===== src/hdl/scp_pkg.sv =====
// Constants of the serial configuration port and its register bank.
// Assumes one 250 MHz clock; all serial pins are sampled by that clock.
package scp_pkg;
    // Register offsets
    localparam logic [4:0] ADDR_CLOCK_MODE = 5'h00;
    localparam logic [4:0] ADDR_CTRL_01    = 5'h01;
    localparam logic [4:0] ADDR_ALARM      = 5'h02;
    localparam logic [4:0] ADDR_INTERFACE  = 5'h03;
    localparam logic [4:0] ADDR_POWER_DOWN = 5'h06;
    localparam logic [4:0] ADDR_OFFSET_I_L = 5'h08;
    localparam logic [4:0] ADDR_OFFSET_Q_L = 5'h09;
    localparam logic [4:0] ADDR_OFFSET_I_H = 5'h0A;
    localparam logic [4:0] ADDR_OFFSET_Q_H = 5'h0B;
    localparam logic [4:0] ADDR_GAIN_I_L   = 5'h0C;
    localparam logic [4:0] ADDR_GAIN_Q_L   = 5'h0D;
    localparam logic [4:0] ADDR_PHASE_L    = 5'h0E;
    localparam logic [4:0] ADDR_GAIN_PH_H  = 5'h0F;
    localparam logic [4:0] ADDR_LAST_LOW   = 5'h10;
    localparam logic [4:0] ADDR_CTRL_17    = 5'h17;
    localparam int         REG_COUNT_DEF   = 24;
    // clock_mode_ctrl fields
    localparam int BIT_DIV_SYNC_EN   = 7;
    localparam int BIT_CLK_DRIVE_N   = 5;
    localparam int BIT_DATA_TYPE     = 3;
    localparam int BIT_FIFO_ENABLE   = 2;
    localparam int BIT_SYNC_PHASE    = 1;
    // ctrl_reg_01 clock mode field, bits 1:0
    localparam logic [1:0] MODE_DUAL_IN  = 2'h0;
    localparam logic [1:0] MODE_DUAL_OUT = 2'h1;
    // fifo_alarm_flags fields
    localparam int BIT_NEAR_TWO = 0;
    localparam int BIT_NEAR_ONE = 1;
    // interface_select fields
    localparam int         BIT_ALARM_ON_PIN = 7;
    localparam int         BIT_FOUR_WIRE    = 6;
    localparam int         POS_PIN_FUNC     = 4;
    localparam logic [1:0] PIN_FUNC_SYNC    = 2'h2;
    localparam logic [1:0] PIN_FUNC_SLEEP   = 2'h1;
    // power_down_ctrl fields
    localparam int BIT_PD_DIFF  = 7;
    localparam int BIT_PD_RF    = 6;
    localparam int BIT_PD_CONV  = 5;
    localparam int BIT_PD_CHAIN = 4;
    localparam int BIT_AL_DIFF  = 3;
    localparam int BIT_AL_RF    = 2;
    localparam int BIT_AL_CONV  = 1;
    localparam int BIT_SLEEP    = 0;
    // Reset values and pin sampler layout
    localparam logic [7:0] REG_RESET = 8'h00;
    localparam int         PIN_COUNT = 7;
    localparam logic [6:0] PIN_RESET = 7'h02;   // Frame enable idles high
    localparam int PIN_SCLK = 0;
    localparam int PIN_FRAME_N = 1;
    localparam int PIN_SDIO = 2;
    localparam int PIN_IQ_MARK = 3;
    localparam int PIN_SYNC_SLEEP = 4;
    localparam int PIN_NEAR_TWO = 5;
    localparam int PIN_NEAR_ONE = 6;
    // Serial engine states
    typedef enum logic [1:0] {
        ST_INSTR = 2'b00,
        ST_WRITE = 2'b01,
        ST_READ  = 2'b10,
        ST_TAIL  = 2'b11
    } scp_state_e;
endpackage : scp_pkg


===== src/hdl/scp_serial_config_port.sv =====
// Serial configuration port, register bank and the control outputs it steers.
// Assumes the host drives sclk, frame enable and write data slow enough that
// three-flop sampling at 250 MHz sees every serial clock level.
`timescale 1ns/1ns

// How it works
// - Instruction top bit high reads, low writes
// - Two-bit count gives bytes; data MSB first
// - Five-bit start address, decremented per byte
// - Frame enable low; data taken on rising sclk
// - Data pin is input during instruction byte
// - Three-wire read drives data pin, alarm pin released
// - Four-wire read uses alarm pin, then low tail
// - Normal registers take all eight bits together
// - Unmapped offsets ignore writes
// - Set flag bits stay until written zero
// - Near-two alarm flag is sticky
// - Near-one alarm flag is sticky
// - Divider phase follows marker when enabled
// - Latch clock driven when drive bit zero
// - FIFO enabled only in dual-input mode
// - Sync taken on I phase or Q forwarded
// - Data-type bit selects phase data mode
// - Power-down bits shut individual stages
// - Sleep shuts only stages whose allow bit set
// - Offsets commit together on I low offset write
// - Gains and phase commit on I low gain write
// - Frame is instruction plus one to four bytes
// - Read data shifted out on falling sclk
// - Interface register bit six picks four-wire
// - First frame byte is the instruction
module scp_serial_config_port #(
    parameter int REG_COUNT = scp_pkg::REG_COUNT_DEF
) (
    input  wire logic        clk_i,
    input  wire logic        rst_i,
    input  wire logic        sclk_i,
    input  wire logic        frame_enable_n_i,
    input  wire logic        sdio_i,
    output logic             sdio_o,
    output logic             sdio_oe_o,
    output logic             alarm_sdo_o,
    output logic             alarm_sdo_oe_o,
    input  wire logic        iq_phase_marker_i,
    input  wire logic        sync_sleep_i,
    input  wire logic        fifo_near_two_i,
    input  wire logic        fifo_near_one_i,
    output logic             sample_phase_q_o,
    output logic             sync_pulse_o,
    output logic             data_clock_oe_o,
    output logic             fifo_active_o,
    output logic             phase_data_mode_o,
    output logic             diff_out_pd_o,
    output logic             rf_stage_pd_o,
    output logic             converter_pd_o,
    output logic             analog_chain_pd_o,
    output logic [12:0]      offset_i_o,
    output logic [12:0]      offset_q_o,
    output logic [10:0]      gain_i_o,
    output logic [10:0]      gain_q_o,
    output logic [9:0]       phase_corr_o
);
    // Bank must hold offsets up to the last control register
    if (REG_COUNT < 24 || REG_COUNT > 32) begin : g_bad_count
        $error("REG_COUNT must lie between 24 and 32");
    end

    // Pin samplers: three flops, value accepted when stages two and three agree
    logic [6:0] s1_q, s2_q, s3_q, pin_q, pin_d;
    logic [6:0] pin_prev_q;

    always_comb
    begin
        pin_d = ((s2_q ~^ s3_q) & s3_q) | ((s2_q ^ s3_q) & pin_q);
    end

    always_ff @(posedge clk_i)
    begin
        if (rst_i)
        begin
            s1_q       <= scp_pkg::PIN_RESET;
            s2_q       <= scp_pkg::PIN_RESET;
            s3_q       <= scp_pkg::PIN_RESET;
            pin_q      <= scp_pkg::PIN_RESET;
            pin_prev_q <= scp_pkg::PIN_RESET;
        end
        else
        begin
            s1_q       <= {fifo_near_one_i, fifo_near_two_i, sync_sleep_i, iq_phase_marker_i,
                           sdio_i, frame_enable_n_i, sclk_i};
            s2_q       <= s1_q;
            s3_q       <= s2_q;
            pin_q      <= pin_d;
            pin_prev_q <= pin_q;
        end
    end

    logic sclk_rise, sclk_fall, frame_idle, din, marker_rise;
    assign sclk_rise   = pin_q[scp_pkg::PIN_SCLK] & ~pin_prev_q[scp_pkg::PIN_SCLK];
    assign sclk_fall   = ~pin_q[scp_pkg::PIN_SCLK] & pin_prev_q[scp_pkg::PIN_SCLK];
    assign frame_idle  = pin_q[scp_pkg::PIN_FRAME_N];
    assign din         = pin_q[scp_pkg::PIN_SDIO];
    assign marker_rise = pin_q[scp_pkg::PIN_IQ_MARK] & ~pin_prev_q[scp_pkg::PIN_IQ_MARK];

    // Serial engine and register bank state
    scp_pkg::scp_state_e st_q, st_d;
    logic [5:0]  cnt_q, cnt_d, total;
    logic [7:0]  ish_q, ish_d, osh_q, osh_d;
    logic [4:0]  addr_q, addr_d;
    logic [1:0]  nb_q, nb_d;
    logic        dout_q, dout_d;
    logic [7:0]  regs_q [REG_COUNT];
    logic [7:0]  regs_d [REG_COUNT];
    logic [1:0]  flag_q, flag_d;
    logic [12:0] off_i_q, off_i_d, off_q_q, off_q_d;
    logic [10:0] gn_i_q, gn_i_d, gn_q_q, gn_q_d;
    logic [9:0]  ph_q, ph_d;
    logic        wr_en;
    logic [4:0]  wr_addr;
    logic [7:0]  wr_data, rd_byte, word_in;

    assign total   = 6'(({4'h0, nb_q} + 6'h01) << 3);
    assign word_in = {ish_q[6:0], din};

    // Read view: flags merge into the alarm register, holes read zero
    always_comb
    begin
        rd_byte = 8'h00;
        if (32'(addr_q) < REG_COUNT && (addr_q <= scp_pkg::ADDR_LAST_LOW ||
            addr_q == scp_pkg::ADDR_CTRL_17))
        begin
            rd_byte = regs_q[addr_q];
        end
        if (addr_q == scp_pkg::ADDR_ALARM)
        begin
            rd_byte[scp_pkg::BIT_NEAR_TWO] = flag_q[0];
            rd_byte[scp_pkg::BIT_NEAR_ONE] = flag_q[1];
        end
    end

    // Framing, shifting and register updates
    always_comb
    begin
        st_d    = st_q;
        cnt_d   = cnt_q;
        ish_d   = ish_q;
        osh_d   = osh_q;
        addr_d  = addr_q;
        nb_d    = nb_q;
        dout_d  = dout_q;
        regs_d  = regs_q;
        off_i_d = off_i_q;
        off_q_d = off_q_q;
        gn_i_d  = gn_i_q;
        gn_q_d  = gn_q_q;
        ph_d    = ph_q;
        wr_en   = 1'b0;
        wr_addr = addr_q;
        wr_data = word_in;
        if (frame_idle)
        begin
            st_d   = scp_pkg::ST_INSTR;
            cnt_d  = 6'h00;
            dout_d = 1'b0;
        end
        else if (sclk_rise)
        begin
            ish_d = word_in;
            case (st_q)
                scp_pkg::ST_INSTR:
                begin
                    if (cnt_q == 6'h07)
                    begin
                        nb_d   = word_in[6:5];
                        addr_d = word_in[4:0];
                        st_d   = word_in[7] ? scp_pkg::ST_READ : scp_pkg::ST_WRITE;
                        cnt_d  = 6'h00;
                    end
                    else
                    begin
                        cnt_d = cnt_q + 6'h01;
                    end
                end
                scp_pkg::ST_WRITE:
                begin
                    if (cnt_q < total)
                    begin
                        cnt_d = cnt_q + 6'h01;
                        if (cnt_q[2:0] == 3'h7)
                        begin
                            wr_en  = 1'b1;
                            addr_d = addr_q - 5'h01;
                        end
                    end
                end
                scp_pkg::ST_READ:
                begin
                    if (cnt_q < total)
                    begin
                        cnt_d = cnt_q + 6'h01;
                        if (cnt_q[2:0] == 3'h7)
                        begin
                            addr_d = addr_q - 5'h01;
                        end
                    end
                end
                default:
                begin
                    st_d = st_q;
                end
            endcase
        end
        else if (sclk_fall && st_q == scp_pkg::ST_READ)
        begin
            if (cnt_q == total)
            begin
                st_d   = scp_pkg::ST_TAIL;
                dout_d = 1'b0;
            end
            else if (cnt_q[2:0] == 3'h0)
            begin
                dout_d = rd_byte[7];
                osh_d  = {rd_byte[6:0], 1'b0};
            end
            else
            begin
                dout_d = osh_q[7];
                osh_d  = {osh_q[6:0], 1'b0};
            end
        end
        // Register write by kind: flags, commit points, normal, unmapped
        if (wr_en)
        begin
            if (wr_addr == scp_pkg::ADDR_ALARM)
            begin
                regs_d[wr_addr] = wr_data;
            end
            else if (32'(wr_addr) < REG_COUNT && (wr_addr <= scp_pkg::ADDR_LAST_LOW ||
                     wr_addr == scp_pkg::ADDR_CTRL_17))
            begin
                regs_d[wr_addr] = wr_data;
            end
            if (wr_addr == scp_pkg::ADDR_OFFSET_I_L)
            begin
                off_i_d = {regs_q[scp_pkg::ADDR_OFFSET_I_H][4:0], wr_data};
                off_q_d = {regs_q[scp_pkg::ADDR_OFFSET_Q_H][4:0],
                           regs_q[scp_pkg::ADDR_OFFSET_Q_L]};
            end
            if (wr_addr == scp_pkg::ADDR_GAIN_I_L)
            begin
                gn_i_d = {regs_q[scp_pkg::ADDR_GAIN_PH_H][4:2], wr_data};
                gn_q_d = {regs_q[scp_pkg::ADDR_GAIN_PH_H][7:5],
                          regs_q[scp_pkg::ADDR_GAIN_Q_L]};
                ph_d   = {regs_q[scp_pkg::ADDR_GAIN_PH_H][1:0],
                          regs_q[scp_pkg::ADDR_PHASE_L]};
            end
        end
        // Unmapped offsets stay zero: writes there have no effect
        // Sticky flags: written zero clears, a same-cycle event still sets
        flag_d = flag_q;
        if (wr_en && wr_addr == scp_pkg::ADDR_ALARM)
        begin
            flag_d = flag_q & {wr_data[scp_pkg::BIT_NEAR_ONE], wr_data[scp_pkg::BIT_NEAR_TWO]};
        end
        flag_d[0] = flag_d[0] | pin_q[scp_pkg::PIN_NEAR_TWO];
        flag_d[1] = flag_d[1] | pin_q[scp_pkg::PIN_NEAR_ONE];
    end

    always_ff @(posedge clk_i)
    begin
        if (rst_i)
        begin
            st_q    <= scp_pkg::ST_INSTR;
            cnt_q   <= 6'h00;
            ish_q   <= 8'h00;
            osh_q   <= 8'h00;
            addr_q  <= 5'h00;
            nb_q    <= 2'h0;
            dout_q  <= 1'b0;
            flag_q  <= 2'h0;
            off_i_q <= 13'h0000;
            off_q_q <= 13'h0000;
            gn_i_q  <= 11'h000;
            gn_q_q  <= 11'h000;
            ph_q    <= 10'h000;
            for (int i = 0; i < REG_COUNT; i++)
            begin
                regs_q[i] <= scp_pkg::REG_RESET;
            end
        end
        else
        begin
            st_q    <= st_d;
            cnt_q   <= cnt_d;
            ish_q   <= ish_d;
            osh_q   <= osh_d;
            addr_q  <= addr_d;
            nb_q    <= nb_d;
            dout_q  <= dout_d;
            flag_q  <= flag_d;
            off_i_q <= off_i_d;
            off_q_q <= off_q_d;
            gn_i_q  <= gn_i_d;
            gn_q_q  <= gn_q_d;
            ph_q    <= ph_d;
            regs_q  <= regs_d;
        end
    end

    // Control views of the bank
    logic [7:0] r_mode, r_if, r_pd;
    logic [1:0] clk_mode, pin_func;
    logic       four_wire, sleep, div_on;
    assign r_mode    = regs_q[scp_pkg::ADDR_CLOCK_MODE];
    assign r_if      = regs_q[scp_pkg::ADDR_INTERFACE];
    assign r_pd      = regs_q[scp_pkg::ADDR_POWER_DOWN];
    assign clk_mode  = regs_q[scp_pkg::ADDR_CTRL_01][1:0];
    assign four_wire = r_if[scp_pkg::BIT_FOUR_WIRE];
    assign pin_func  = r_if[scp_pkg::POS_PIN_FUNC +: 2];
    assign div_on    = (clk_mode == scp_pkg::MODE_DUAL_IN) || (clk_mode == scp_pkg::MODE_DUAL_OUT);
    assign sleep     = r_pd[scp_pkg::BIT_SLEEP] ||
                       (pin_func == scp_pkg::PIN_FUNC_SLEEP && pin_q[scp_pkg::PIN_SYNC_SLEEP]);

    // Registered outputs: pins, divider phase, sync and power control
    logic sdio_d, sdio_oe_d, al_d, al_oe_d, phase_d, sync_d, pend_q, pend_d;
    logic clk_oe_d, fifo_d, pdata_d, pd_diff_d, pd_rf_d, pd_conv_d, pd_chain_d;
    logic sync_pin;

    always_comb
    begin
        sdio_d    = dout_q;
        sdio_oe_d = !frame_idle && st_q == scp_pkg::ST_READ && !four_wire;
        al_d      = |flag_q;
        al_oe_d   = r_if[scp_pkg::BIT_ALARM_ON_PIN] && !four_wire;
        if (!frame_idle && four_wire && (st_q == scp_pkg::ST_READ || st_q == scp_pkg::ST_TAIL))
        begin
            al_d    = dout_q;
            al_oe_d = 1'b1;
        end
        else if (!frame_idle && st_q == scp_pkg::ST_READ)
        begin
            al_oe_d = 1'b0;
        end
        phase_d = sample_phase_q_o;
        if (div_on)
        begin
            phase_d = ~sample_phase_q_o;
            if (r_mode[scp_pkg::BIT_DIV_SYNC_EN] && marker_rise)
            begin
                phase_d = 1'b1;
            end
        end
        sync_pin = (pin_func == scp_pkg::PIN_FUNC_SYNC) && pin_q[scp_pkg::PIN_SYNC_SLEEP];
        pend_d   = pend_q;
        sync_d   = 1'b0;
        if (!r_mode[scp_pkg::BIT_SYNC_PHASE])
        begin
            sync_d = sync_pin && !sample_phase_q_o;
            pend_d = 1'b0;
        end
        else if (sample_phase_q_o)
        begin
            pend_d = pend_q | sync_pin;
        end
        else
        begin
            sync_d = pend_q;
            pend_d = 1'b0;
        end
        clk_oe_d   = !r_mode[scp_pkg::BIT_CLK_DRIVE_N];
        fifo_d     = r_mode[scp_pkg::BIT_FIFO_ENABLE] && clk_mode == scp_pkg::MODE_DUAL_IN;
        pdata_d    = r_mode[scp_pkg::BIT_DATA_TYPE];
        pd_diff_d  = r_pd[scp_pkg::BIT_PD_DIFF] || (sleep && r_pd[scp_pkg::BIT_AL_DIFF]);
        pd_rf_d    = r_pd[scp_pkg::BIT_PD_RF] || (sleep && r_pd[scp_pkg::BIT_AL_RF]);
        pd_conv_d  = r_pd[scp_pkg::BIT_PD_CONV] || (sleep && r_pd[scp_pkg::BIT_AL_CONV]);
        pd_chain_d = r_pd[scp_pkg::BIT_PD_CHAIN];
    end

    always_ff @(posedge clk_i)
    begin
        if (rst_i)
        begin
            sdio_o            <= 1'b0;
            sdio_oe_o         <= 1'b0;
            alarm_sdo_o       <= 1'b0;
            alarm_sdo_oe_o    <= 1'b0;
            sample_phase_q_o  <= 1'b0;
            pend_q            <= 1'b0;
            sync_pulse_o      <= 1'b0;
            data_clock_oe_o   <= 1'b0;
            fifo_active_o     <= 1'b0;
            phase_data_mode_o <= 1'b0;
            diff_out_pd_o     <= 1'b0;
            rf_stage_pd_o     <= 1'b0;
            converter_pd_o    <= 1'b0;
            analog_chain_pd_o <= 1'b0;
        end
        else
        begin
            sdio_o            <= sdio_d;
            sdio_oe_o         <= sdio_oe_d;
            alarm_sdo_o       <= al_d;
            alarm_sdo_oe_o    <= al_oe_d;
            sample_phase_q_o  <= phase_d;
            pend_q            <= pend_d;
            sync_pulse_o      <= sync_d;
            data_clock_oe_o   <= clk_oe_d;
            fifo_active_o     <= fifo_d;
            phase_data_mode_o <= pdata_d;
            diff_out_pd_o     <= pd_diff_d;
            rf_stage_pd_o     <= pd_rf_d;
            converter_pd_o    <= pd_conv_d;
            analog_chain_pd_o <= pd_chain_d;
        end
    end

    // Committed correction values come straight from their flops
    assign offset_i_o   = off_i_q;
    assign offset_q_o   = off_q_q;
    assign gain_i_o     = gn_i_q;
    assign gain_q_o     = gn_q_q;
    assign phase_corr_o = ph_q;

    logic alarm_wr;
    assign alarm_wr = wr_en && wr_addr == scp_pkg::ADDR_ALARM;
endmodule : scp_serial_config_port


===== config.mk =====
export PLATFORM = sky130hd
export DESIGN_NAME = scp_serial_config_port
export DESIGN_NICKNAME = d
export VERILOG_FILES = /design/src/hdl/scp_pkg.sv /design/src/hdl/scp_serial_config_port.sv
export SDC_FILE = /design/constraint.sdc
export NUM_CORES = 1
export LEC_CHECK = 0
export BUFFER_PORTS_ARGS = -buffer_cell sky130_fd_sc_hd__buf_4
export CORE_MARGIN = 4
export CORE_UTILIZATION = 61
export CTS_BUF_LIST = sky130_fd_sc_hd__clkbuf_16
export DETAILED_ROUTE_END_ITERATION = 16
export HOLD_SLACK_MARGIN = 0.12
export PLACE_DENSITY = 0.85
export SETUP_SLACK_MARGIN = 0.4
export SYNTH_ARGS = -nofsm -noshare
export SYNTH_HDL_FRONTEND = slang
export SYNTH_SLANG_ARGS = --single-unit

===== constraint.sdc =====
create_clock -name clk_i -period 3.5 [get_ports clk_i]
set_input_delay 0.35 -clock clk_i [delete_from_list [all_inputs] [get_ports clk_i]]
set_output_delay 0.35 -clock clk_i [all_outputs]
set_load 0.05 [all_outputs]

# Yosys cells after proc, flatten, opt, wreduce, memory -nomap -nowiden
# Index checks and enable logic that the tools add are counted.
[totals]
word_cells = 190
in_bits = 9
reg_bits = 329
[op_classes]
n_reduce_logical = 49
n_eq_ne = 18
bitwise = 21
magnitude_cmp = 5
n_mux = 38
addsub = 3
[ops]
columns = ["cell", "n"]
rows = [
  ["$mux W192", 2],
  ["$bwmux W192", 1],
  ["$bmux W8 S5", 1],
  ["$demux W8 S5", 1],
  ["$mux W8", 5],
  ["$logic_and A1 B1 Y1", 17],
  ["$mux W2", 8],
  ["$mux W5", 3],
  ["$and A7 B7 Y7", 2],
  ["$mux W1", 13],
  ["$mux W6", 2],
  ["$pmux W6 S2", 1],
  ["$reduce_and A4 Y1", 3],
  ["$eq A5 B4 Y1 const B", 2],
  ["$pmux W5 S2", 1],
  ["$reduce_and A2 Y1", 5],
  ["$ne A2 B1 Y1 const B", 4],
  ["$not A1 Y1", 8],
  ["$reduce_bool A2 Y1", 4],
  ["$logic_or A1 B1 Y1", 7],
  ["$or A7 B7 Y7", 1],
  ["$xnor A7 B7 Y7", 1],
  ["$xor A7 B7 Y7", 1],
  ["$add A6 B1 Y6 const B", 1],
  ["other kinds (26)", 40],
]

# Longest topological paths before layout
[depth]
depth_word = 9
mapped_depth = 11

# Least setup slack after synthesis
# OpenSTA, ideal clock, no wires.
[synth_timing]
kind = "register -> register"
start = "register addr_q[0]"
end = "register regs_q[40] in the netlist's numbering"
path_slack_ns = 0.765
arrival_ns = 2.619
stages_incl_launch_ff = 11
n_path_buf = 3
cell_sequence = "dfxtp_1 -> buf_2 -> buf_2 -> buf_2 -> inv_1 -> ha_1 -> nor2b_1 -> nand3b_1 -> nor4_4 -> nand2_1 -> a31o_2"
[synth_via]
elab_chain_len = 8
elab_cells_between_ends = 17
[synth_rtl]
columns = ["item", "line", "rtl"]
rows = [
  ["start: declaration", "scp_serial_config_port.sv:109", "logic [4:0] addr_q, addr_d;"],
  ["start signal: assignment", "scp_serial_config_port.sv:297", "addr_q <= addr_d;"],
  ["$not A5 Y6 (not written as such)", "scp_serial_config_port.sv:236, scp_serial_config_port.sv:241", ""],
  ["$ge A6 B6 Y1 (not written as such) / $lt A6 B1 Y1 (equally long branches)", "scp_serial_config_port.sv:236, scp_serial_config_port.sv:241", ""],
  ["$logic_and A1 B1 Y1 (not written as such)", "scp_serial_config_port.sv:236, scp_serial_config_port.sv:241", ""],
  ["$mux W8 (not written as such)", "scp_serial_config_port.sv:236, scp_serial_config_port.sv:241", ""],
  ["$demux W8 S5", "scp_serial_config_port.sv:236, scp_serial_config_port.sv:241", ""],
  ["$bwmux W192", "scp_serial_config_port.sv:236, scp_serial_config_port.sv:241", ""],
  ["$mux W192", "scp_serial_config_port.sv:238", "else if (32'(wr_addr) < REG_COUNT && (wr_addr <= scp_pkg::ADDR_LAST_LOW ||"],
  ["$mux W192", "scp_serial_config_port.sv:234", "if (wr_addr == scp_pkg::ADDR_ALARM)"],
  ["end signal: indexed assignment", "scp_serial_config_port.sv:288", "regs_q[i] <= scp_pkg::REG_RESET;"],
  ["end signal: assignment", "scp_serial_config_port.sv:306", "regs_q <= regs_d;"],
  ["end: declaration", "scp_serial_config_port.sv:112", "logic [7:0] regs_q [REG_COUNT];"],
]
# Several ways; a longest one is shown, not always the timed one. The select of a mux whose other input is x is not followed.
# A chain may end at the register's enable or synchronous reset.

# Worst setup path in the final report
[layout_timing]
start = "register nb_q[0]"
end = "register regs_q[88] in the netlist's numbering"
[layout_via]
elab_chain_len = 7
[layout_rtl]
columns = ["item", "line", "rtl"]
rows = [
  ["start: declaration", "scp_serial_config_port.sv:110", "logic [1:0] nb_q, nb_d;"],
  ["start signal: assignment", "scp_serial_config_port.sv:298", "nb_q <= nb_d;"],
  ["$add A2 B1 Y3", "scp_serial_config_port.sv:122", "assign total = 6'(({4'h0, nb_q} + 6'h01) << 3);"],
  ["$lt A6 B6 Y1", "scp_serial_config_port.sv:186", "if (cnt_q < total)"],
  ["$mux W1", "scp_serial_config_port.sv:186", ""],
  ["$mux W1", "scp_serial_config_port.sv:169", "case (st_q)"],
  ["$mux W1", "scp_serial_config_port.sv:166", "else if (sclk_rise)"],
  ["$mux W1", "scp_serial_config_port.sv:160", "if (frame_idle)"],
  ["$reduce_and A2 Y1 (no source line)", "--", ""],
]
# No other way between the ends.

==> metrics.txt <==
outcome finished clean; nature of the critical path startpoint flip-flop; share of the synthesized area in the top cell type 0.470; routability-driven placement congestion ratio 1.01; antenna violations before repair 0; number of enable-type register cells in the synthesized netlist 0; power per unit of standard cell area 455 nW/um^2; pin slew with the least headroom to its limit 887 ps; placed standard-cell area 14700 sq um; Crit. End Element flip-flop; clock tree sinks 326; WP data required 3960 ps; register cell area after layout 6530 sq um; clock edge transition at the registers on the reported setup and hold paths 60 ps; count of inserted antenna diode cells 0; internal power consumption 5.71 mW; Filler cells 1552; vertical extent of the die 159 um; final slew viol count 0; Net Switching 1.48 mW; worst-path cell with the longest stage delay sky130_fd_sc_hd__nor4_4; synthesized instance count 1437; TritonCTS clock tree yes; clock latency on the worst-skew pair 560 ps; first-pass GRT wire length 59100 um; starting density of the core 0.628; vias 11400; Max transition margin 0.409; cells on worst reg2reg path 8; combined area of the multi-input logic cells 6790 sq um; fraction of power consumed by combinational cells 0.014; part of the total power dissipated in sequential elements 0.518; max_cap viols 0; synthesis-to-layout area growth 13.9%; floorplan row count 54; number of unique standard cell types used by synthesis 67; total wirelength of the detailed-routed design 37600 um; number of nets with antenna violations after detailed routing 0; top cell family by delay on the critical path simple AND/OR/NAND/NOR gates; cell area after synthesis 13900 sq um; CP dominant cell by count sky130_fd_sc_hd__ha_1; most repeated cell in the gate-level netlist after synthesis sky130_fd_sc_hd__dfxtp_1; async set-or-reset flop fraction in the synthesized netlist 0; type of the worst min-delay path primary input to flip-flop; Finish-stage setup viols 0; Yosys reg bits 326; TritonCTS Buffers 31; Period Utilization, post-route 0.838; Worst path depth 8; CP Data Arrival Time 3390 ps; buffer levels on the longest clock path 3; routed len/inst 21.0 um; min cycle time layout 2930 ps; register area share after synthesis 0.470; Worst IR Drop VDD 0.000341 V; core region area 22100 sq um; Worst Path Class, Setup flip-flop to flip-flop; Fin Setup TNS 0 ps; sum of buffers and inverters on the critical path 1; Hold Path Stages 3; drt via density 6.38; Post-route DRC 0; layout cells sized above 1 0.197; post-route design area 15800 sq um; via count of the first global-routing pass 11100; Root Buffer Master sky130_fd_sc_hd__clkbuf_16; largest cells by area after synthesis sky130_fd_sc_hd__dfxtp_1 47%, sky130_fd_sc_hd__mux2i_1 9.4%, sky130_fd_sc_hd__mux4_2 7.3%; flip-flop cell with the highest count after synthesis sky130_fd_sc_hd__dfxtp_1; GRT Total Usage 0.284; Net Count, Synth 1470; Die Footprint 25200 sq um; RSZ-0062 raised after global routing no; leakage power of the design 6.56 nW; Yosys Warn Count 0; global route total overflow 0; Max stage delay on crit path 650 ps; top post-synthesis cells by count 326 x sky130_fd_sc_hd__dfxtp_1, 230 x sky130_fd_sc_hd__nand2_1, 130 x sky130_fd_sc_hd__mux2i_1; Clk network pwr share 0.468; number of top-level pins 80; cell breakdown of the critical path ha_1, inv_1, ha_1, nor2b_1, o21a_1, nor4_4, nand3_1, a21oi_1; post-synthesis cell type with the largest combined area sky130_fd_sc_hd__dfxtp_1; maximum number of pins on one net before global-route repair 88; sum of net half-perimeters after detailed placement 25100 um; die span in x 159 um; final hold slack 227 ps; Mapped Avg Cell Area 9.66 sq um; number of DRC violations after detailed-routing iteration 0 1363; net count reported at finish 1519; switching share of power 0.205; final hold violation count 0; Post-Route Skew 13.4 ps; CTS H-tree depth 1; Max Fanout on Critical Path 10; number of buffer cells added on primary ports 79; number of detailed-routing iterations run before antenna repair 6; Achievable Freq 0.341 GHz
-- flip-flops by register name, indices dropped and copies added, names as in the netlist, 5 cells and up --
| register | count |
|---|---|
| addr_q | 5 |
| cnt_q | 6 |
| gain_i_o | 11 |
| gain_q_o | 11 |
| ish_q | 7 |
| offset_i_o | 13 |
| offset_q_o | 13 |
| osh_q | 7 |
| phase_corr_o | 10 |
| pin_q | 7 |
| r_if | 8 |
| r_mode | 8 |
| r_pd | 8 |
| regs_q | 166 |
| s1_q | 7 |
| s2_q | 7 |
| s3_q | 7 |
-- layout by cell type, fill, tap and decap left out, drive strengths merged, types with 3 or more instances in the layout --
master / n
clkbuf: 31
a31oi: 9
o22ai: 12
and3: 18
o21a: 3
buf: 119
dfxtp: 326
nand3: 30
bufinv: 5
a31o: 58
clkinv: 15
ha: 24
mux2i: 130
nor3b: 3
dlygate4sd3: 7
nor3: 47
a21oi: 77
o21ai: 52
or2: 5
or3b: 3
nor2b: 40
or3: 3
o31ai: 7
mux4: 45
nor2: 88
o2111ai: 3
a22oi: 5
mux2: 4
inv: 40
nor4: 5
a211oi: 8
nand4: 14
nand2b: 6
nand2: 235
nand3b: 4
-- cell families (layout without fill, tap and decap cells) --
logic type | count (synthesis) | count (layout) | synth area share
muxes | 179 | 179 | 0.170
AOI/OAI and AO/OA | 254 | 254 | 0.120
DFF | 326 | 326 | 0.470
adders and majority gates | 24 | 24 | 0.0216
and+or+nand+nor | 509 | 509 | 0.177
buffers and inverters | 145 | 217 | 0.0411
-- power by group through the flow --
stage          clock (mW)  combinational, mW  sequential, mW
2_1_floorplan           0             0.0641            3.81
3_3_place_gp            0             0.0911            3.81
3_5_place_dp            0             0.0921            3.81
4_1_cts              3.38             0.0993            3.73
5_1_grt              3.54              0.110            3.73
6_report             3.36              0.101            3.73
-- stage by stage --
step,instances,setup WS [ps],power (mW),utilization
floorplan,1437,765,3.88,-
global placement,1725,449,3.90,0.666
detailed placement,1725,461,3.90,0.666
CTS,1788,403,7.21,0.715
global route,1789,413,7.37,0.715
finish,1789,568,7.19,0.715
-- metal layers --
metal | global-route usage | up-vias | share of wire
met3 | 0.0695 | 144 | 0.10
met1 | 0.367 | 5466 | 0.39
met4 | 0.128 | 0 | 0.049
li1 | - | 5169 | -
met5 | 0 | - | 0
met2 | 0.457 | 641 | 0.46
-- final timing paths --
| kind | slack, ps | to | startpoint |
|---|---|---|---|
| max | 570 | regs_q[88]$_SDFFE_PP0P_ | nb_q[0]$_SDFFE_PP0P_ |
| min | 230 | st_q[0]$_SDFFE_PP0P_ | rst_i |
| max reg2reg | 570 | regs_q[88]$_SDFFE_PP0P_ | nb_q[0]$_SDFFE_PP0P_ |
| min reg2reg | 410 | s2_q[1]$_SDFF_PP1_ | s1_q[1]$_SDFF_PP1_ |
-- cell type report --
class	instances	share of cell area
Clock buffer	31	0.0491
Clock inverter	25	0.0150
Inverter	35	0.00847
Multi-Input combinational cell	966	0.430
Sequential cell	326	0.413
Tap cell	280	0.0222
Timing Repair Buffer	126	0.0618
-- what timing repair did --
action	CTS	global route
hold buffers	7	0
setup endpoints to repair	0	16
buffers inserted	0	1
endpoints found under the hold margin	7	0
gates resized for setup	0	0
-- worst min-delay path, cell delays in order --
cell and delay, ps:
sky130_fd_sc_hd__buf_4 120, sky130_fd_sc_hd__or2_2 200, sky130_fd_sc_hd__a311oi_1 60
Power figures use the tool's default switching activity.
